**src/hdl/sdic_pkg.sv**
```systemverilog
// Package of constants for the serial DAC input control block
package sdic_pkg;
   // ==========================================================
   // Widths and reset values
   localparam int DATA_W = 12;
   localparam logic [11:0] DAC_RESET = 12'h000;
   localparam logic [11:0] SR_RESET = 12'h000;
   localparam logic [11:0] DAC_CLEAR = 12'h000;
   // Synchroniser reset: clear_n, load_n, sdata, sclk from top bit down
   localparam logic [3:0] SYNC_RESET = 4'hD;
   localparam logic SCLK_PREV_RESET = 1'h1;
   // ==========================================================
   // Link timing
   localparam int CLK_PERIOD_NS = 25;
   localparam int SYNC_STAGES = 2;
endpackage : sdic_pkg

```
**src/hdl/sdic_sync_if.sv**
```systemverilog
// Interface carrying synchronised pin levels
`timescale 1ns/1ps
interface sdic_sync_if;
   logic sclk;
   logic sdata;
   logic load_n;
   logic clear_n;
   modport src (output sclk, output sdata, output load_n, output clear_n);
   modport dst (input sclk, input sdata, input load_n, input clear_n);
endinterface : sdic_sync_if

```
**src/hdl/sdic_sync.sv**
```systemverilog
// Two-flop synchronisers for the serial link pins
`timescale 1ns/1ps
module sdic_sync (
   input wire logic CLK,
   input wire logic RST_N,
   input wire logic [3:0] pins,
   sdic_sync_if.src out
);
   // ==========================================================
   // Synchroniser chain
   logic [3:0] stage1;
   logic [3:0] stage2;
   logic [3:0] next_stage1;
   logic [3:0] next_stage2;

   always_comb begin
      next_stage1 = pins;
      next_stage2 = stage1;
   end

   always_ff @(posedge CLK) begin
      if (!RST_N) begin
         stage1 <= sdic_pkg::SYNC_RESET;
         stage2 <= sdic_pkg::SYNC_RESET;
      end else begin
         stage1 <= next_stage1;
         stage2 <= next_stage2;
      end
   end

   assign out.sclk = stage2[0];
   assign out.sdata = stage2[1];
   assign out.load_n = stage2[2];
   assign out.clear_n = stage2[3];
endmodule : sdic_sync

```
**src/hdl/sdic_top.sv**
```systemverilog
// Serial DAC input control: shift register and DAC register
// Function
// - With clear and load both high, each rising link clock edge shifts serial_in in, DAC holds.
// - With load low and clear high, the DAC register follows the shift register, shifting stops.
// - While clear is low the DAC register is zero and the shift register is untouched.
// - Clear rising with load high leaves the DAC register at zero and the shift register intact.
// - Clear rising with load low reloads the DAC register from the held shift register.
// - With load and clear high the DAC register holds, changing only by load or clear.
// - Words go most significant bit first, so the last bit lands in the lowest position.
`timescale 1ns/1ps
module sdic_top (
   input wire logic CLK,
   input wire logic RST_N,
   input wire logic SCLK,
   input wire logic SERIAL_IN,
   input wire logic LOAD_STROBE_N,
   input wire logic CLEAR_N,
   output logic [11:0] DAC_VALUE,
   output logic [11:0] SHIFT_VALUE
);
   // ==========================================================
   // Pin synchronisation
   sdic_sync_if sync ();

   sdic_sync u_sync (
      .CLK(CLK),
      .RST_N(RST_N),
      .pins({CLEAR_N, LOAD_STROBE_N, SERIAL_IN, SCLK}),
      .out(sync.src)
   );

   // ==========================================================
   // Link clock edge detection
   logic sclk_prev;
   logic next_sclk_prev;
   logic sclk_rise;

   assign sclk_rise = sync.sclk & ~sclk_prev;

   // ==========================================================
   // Shift and DAC registers
   logic [11:0] shift_reg;
   logic [11:0] dac_reg;
   logic [11:0] next_shift_reg;
   logic [11:0] next_dac_reg;

   always_comb begin
      next_sclk_prev = sync.sclk;
      next_shift_reg = shift_reg;
      next_dac_reg = dac_reg;
      if (sclk_rise && sync.load_n && sync.clear_n) begin
         // Oldest bit drops off the top
         next_shift_reg = {shift_reg[10:0], sync.sdata};
      end
      if (!sync.clear_n) begin
         next_dac_reg = sdic_pkg::DAC_CLEAR;
      end else if (!sync.load_n) begin
         next_dac_reg = shift_reg;
      end
      // Otherwise the DAC register holds
   end

   always_ff @(posedge CLK) begin
      if (!RST_N) begin
         // Matches synchroniser reset level, so no false edge after reset
         sclk_prev <= sdic_pkg::SCLK_PREV_RESET;
         shift_reg <= sdic_pkg::SR_RESET;
         dac_reg <= sdic_pkg::DAC_RESET;
      end else begin
         sclk_prev <= next_sclk_prev;
         shift_reg <= next_shift_reg;
         dac_reg <= next_dac_reg;
      end
   end

   assign DAC_VALUE = dac_reg;
   assign SHIFT_VALUE = shift_reg;

   // ==========================================================
   // Assertions
   property p_shift;
      @(posedge CLK) disable iff (!RST_N)
      (sclk_rise && sync.load_n && sync.clear_n) |=>
         shift_reg == {$past(shift_reg[10:0]), $past(sync.sdata)};
   endproperty
   a_shift: assert property (p_shift) else $error("Shift not taken");

   property p_rise_edge;
      @(posedge CLK) disable iff (!RST_N)
      sclk_rise |-> !$past(sync.sclk);
   endproperty
   a_rise_edge: assert property (p_rise_edge) else $error("False link clock edge");

   property p_load;
      @(posedge CLK) disable iff (!RST_N)
      (!sync.load_n && sync.clear_n) |=> dac_reg == $past(shift_reg);
   endproperty
   a_load: assert property (p_load) else $error("DAC not loaded");

   property p_noshift_load;
      @(posedge CLK) disable iff (!RST_N)
      (!sync.load_n) |=> $stable(shift_reg);
   endproperty
   a_noshift_load: assert property (p_noshift_load) else $error("Shift while loading");

   property p_clear;
      @(posedge CLK) disable iff (!RST_N)
      (!sync.clear_n) |=> (dac_reg == 12'h000) && $stable(shift_reg);
   endproperty
   a_clear: assert property (p_clear) else $error("Clear failed");

   property p_clear_latch;
      @(posedge CLK) disable iff (!RST_N)
      (!sync.clear_n ##1 (sync.clear_n && sync.load_n)) |=> dac_reg == 12'h000;
   endproperty
   a_clear_latch: assert property (p_clear_latch) else $error("Zero not kept");

   property p_clear_reload;
      @(posedge CLK) disable iff (!RST_N)
      (!sync.clear_n ##1 (sync.clear_n && !sync.load_n)) |=> dac_reg == $past(shift_reg);
   endproperty
   a_clear_reload: assert property (p_clear_reload) else $error("No reload");

   property p_hold;
      @(posedge CLK) disable iff (!RST_N)
      (sync.load_n && sync.clear_n) |=> $stable(dac_reg);
   endproperty
   a_hold: assert property (p_hold) else $error("DAC changed");

   property p_lsb;
      @(posedge CLK) disable iff (!RST_N)
      (sclk_rise && sync.load_n && sync.clear_n) |=> shift_reg[0] == $past(sync.sdata);
   endproperty
   a_lsb: assert property (p_lsb) else $error("Last bit not in LSB");

   property p_drop;
      @(posedge CLK) disable iff (!RST_N)
      (sclk_rise && sync.load_n && sync.clear_n) |=> shift_reg[11] == $past(shift_reg[10]);
   endproperty
   a_drop: assert property (p_drop) else $error("Top bit wrong");
endmodule : sdic_top

```
**config.mk**
```make
export PLATFORM = sky130hd
export DESIGN_NAME = sdic_top
export DESIGN_NICKNAME = d
export VERILOG_FILES = /design/src/hdl/sdic_pkg.sv /design/src/hdl/sdic_sync_if.sv /design/src/hdl/sdic_sync.sv /design/src/hdl/sdic_top.sv
export SDC_FILE = /design/constraint.sdc
export NUM_CORES = 1
export LEC_CHECK = 0
export ABC_AREA = 1
export BUFFER_PORTS_ARGS = -buffer_cell sky130_fd_sc_hd__buf_2
export CAP_MARGIN = 20
export CORE_MARGIN = 2
export CORE_UTILIZATION = 40
export DETAILED_ROUTE_END_ITERATION = 10
export PLACE_DENSITY = 0.62
export SKIP_LAST_GASP = 1
export SYNTH_ARGS = -nofsm -noshare
export SYNTH_HDL_FRONTEND = slang
export SYNTH_SLANG_ARGS = --single-unit
```
**constraint.sdc**
```tcl
create_clock -name CLK -period 1.8 [get_ports CLK]
set_clock_uncertainty 0.05 [all_clocks]
set_input_delay 0.54 -clock CLK [delete_from_list [all_inputs] [get_ports CLK]]
set_output_delay 0.54 -clock CLK [all_outputs]
set_load 0.01 [all_outputs]
```
==> impl_metrics.env <==
export IMPL_rows=19
export IMPL_finalPower_mw=1.299
export IMPL_hold_violations=0
export IMPL_antenna_found_initial=0
export IMPL_clock_sinks=33
export IMPL_grt_overflow=0
export IMPL_crit_path_start_kind="flop"
export IMPL_crit_required_ps=1210
export IMPL_synth_area_top_cells="dfxtp_1 (56%), nor2_1 (8.6%), nand2_1 (7.9%)"
export IMPL_worstSetupPathType="reg -> out"
export IMPL_vdd_drop_max_mv=0.7394
export IMPL_pre_cts_ws_ps=513.4
export IMPL_cts_buffer_depth=2
export IMPL_final_nets=189
export IMPL_timing_final_crit_share_pct=80.66
export IMPL_place_hpwl_mm=1.665
export IMPL_netlist_area_mm2=0.001184
export IMPL_worst_slew_pin_slew_ps=579.0
export IMPL_finalWirelength_mm=2.379
export IMPL_crit_buf_inv=1
export IMPL_num_antenna_cells=0
export IMPL_cts_setup_buffers=0
export IMPL_grt_start_max_net_pins=24
export IMPL_rsz0062_at_grt="no"
export IMPL_globalRouteTotalUtil_pct=16.90
export IMPL_crit_path_end_kind="output port"
export IMPL_ys_types=15
export IMPL_cp_cell_sequence="buf_2"
export IMPL_tns_ps=0
export IMPL_setup_slack_ps=348.2
export IMPL_routedWlPerCell_um=11.07
export IMPL_syn2layout_area_growth_pct=17.97
export IMPL_synth_warnings=0
export IMPL_netlist_area_leader_share_pct=55.81
export IMPL_outcome="finished, final reports clean"
export IMPL_cts_tree="done"
export IMPL_gp_congestion=0.7013
export IMPL_grt_pass1_vias=953
export IMPL_io_pins=30
export IMPL_via_count=992
export IMPL_die_width_um=58.40
export IMPL_hold_class="in -> reg"
export IMPL_p_leak_nw=0.6962
export IMPL_clk_pin_slew_ps=110
export IMPL_start_util_pct=42.56
export IMPL_grt_pass1_wl_mm=4.305
export IMPL_clk_latency_ps=340
export IMPL_setup_viol=0
export IMPL_fillers=308
export IMPL_htreeDepth=2
export IMPL_syn_area_per_cell_um2=7.787
export IMPL_ys_ff_latch=33
export IMPL_cts_resized_gates=0
export IMPL_period_minus_slack_ps=1452
export IMPL_critPathTopFamily="flip-flops"
export IMPL_ys_seq_area_share_pct=55.81
export IMPL_synth_area_leader_cell="dfxtp_1"
export IMPL_syn_inst=152
export IMPL_slew_viol_final=0
export IMPL_numCtsBuffers=5
export IMPL_drc=0
export IMPL_arrival_ps=860
export IMPL_drt_initial_drc_count=21
export IMPL_antenna_left=0
export IMPL_drtPass1Iterations=4
export IMPL_slowest_delay_ps=380
export IMPL_dieArea_mm2=0.003410
export IMPL_drv_cap=0
export IMPL_critPathMaxFanout=3
export IMPL_syn_nets=158
export IMPL_postCtsHoldBufs=0
export IMPL_root_buffer="clkbuf_4"
export IMPL_crit_slowest_cell="dfxtp_1"
export IMPL_slew_headroom_pct=61.36
export IMPL_die_h_um=58.40
export IMPL_fmax_mhz=688.8
export IMPL_core_mm2=0.002781
export IMPL_portBuffers=29
export IMPL_power_density_mw_per_mm2=930.5
export IMPL_viasPerCell=4.614
export IMPL_layout_drive_gt1_share_pct=23.37
==> kinds of logic (layout without fill, tap and decap cells) <==
group | Yosys count | after routing | synth area share (%)
AO/OA/AOI/OAI | 21 | 21 | 9.725
buffers and inverters | 32 | 64 | 11.84
AND/OR/NAND/NOR | 66 | 66 | 22.62
flip-flops | 33 | 33 | 55.81
==> cells in the mapped netlist (all sizes together) <==
cell and count:
dfxtp 33, nor2 28, nand2 26, inv 25, nand3 12, a21oi 10, o21ai 9, buf 7
a211oi 2
==> where the power goes <==
part / switching, mW / leakage, nW / internal (mW)
combinational: 0.0676 / 0.403 / 0.0393
clock: 0.270 / 0.0234 / 0.151
sequential: 0.0140 / 0.269 / 0.757
total: 0.352 / 0.696 / 0.948
==> path summary, 6_finish.rpt <==
check                           slack (ps)             startpoint                    end  cells past startpoint
worst max-delay path                   350        SHIFT_VALUE[10]        SHIFT_VALUE[10]                      1
worst min-delay path                   310                CLEAR_N  u_sync.next_stage2[3]                      3
worst max register to register         500       u_sync.stage2[0]        SHIFT_VALUE[11]                      6
worst min register to register         360  u_sync.next_stage2[2]       u_sync.stage2[2]                      2
==> layout by cell type (no fill, tap or decap) <==
cell type | netlist | final
dfxtp_1 | 33 | 33
buf_2 | 4 | 29
nor2_1 | 27 | 27
nand2_1 | 25 | 25
inv_1 | 24 | 24
nand3_1 | 12 | 12
a21oi_1 | 10 | 10
o21ai_0 | 9 | 9
clkbuf_4 | 0 | 5
clkinvlp_4 | 0 | 3
buf_4 | 2 | 2
nand2_2 | 1 | 1
nor2_2 | 1 | 1
a211oi_1 | 1 | 1
inv_2 | 1 | 1
a211oi_2 | 1 | 1
==> layout make-up <==
cell class,count,area (µm²),share of cell area (%)
inverter,25,93.84,6.720
tap,31,38.79,2.778
clock inverter,3,22.52,1.613
clock buffer,5,37.54,2.688
timing repair buffer,31,160.2,11.47
sequential,33,660.6,47.31
multi-input combinational,87,382.9,27.42
==> state kept, by name, indices dropped and copies added (netlist names) <==
name	flops
sclk_prev	1
u_sync.stage2	4
u_sync.next_stage2	4
DAC_VALUE	12
SHIFT_VALUE	12
==> layer usage <==
layer,GRT usage (%),vias up,wire length (µm)
met4,7.973,0,32
li1,-,525,-
met5,0,-,0
met3,6.813,4,142
met1,20.03,437,1050
met2,26.65,26,1154
==> stage by stage <==
stage	hold WS [ps]	instances	utilization (%)	area (µm²)
6_report	307.3	215	50.20	1396
5_1_grt	291.7	215	50.20	1396
4_1_cts	288.5	215	50.20	1396
3_5_place_dp	340.0	207	48.04	1336
3_3_place_gp	332.0	207	48.04	1336
2_1_floorplan	329.5	152	-	1184
Note: power is estimated with default switching activity, not from simulation.
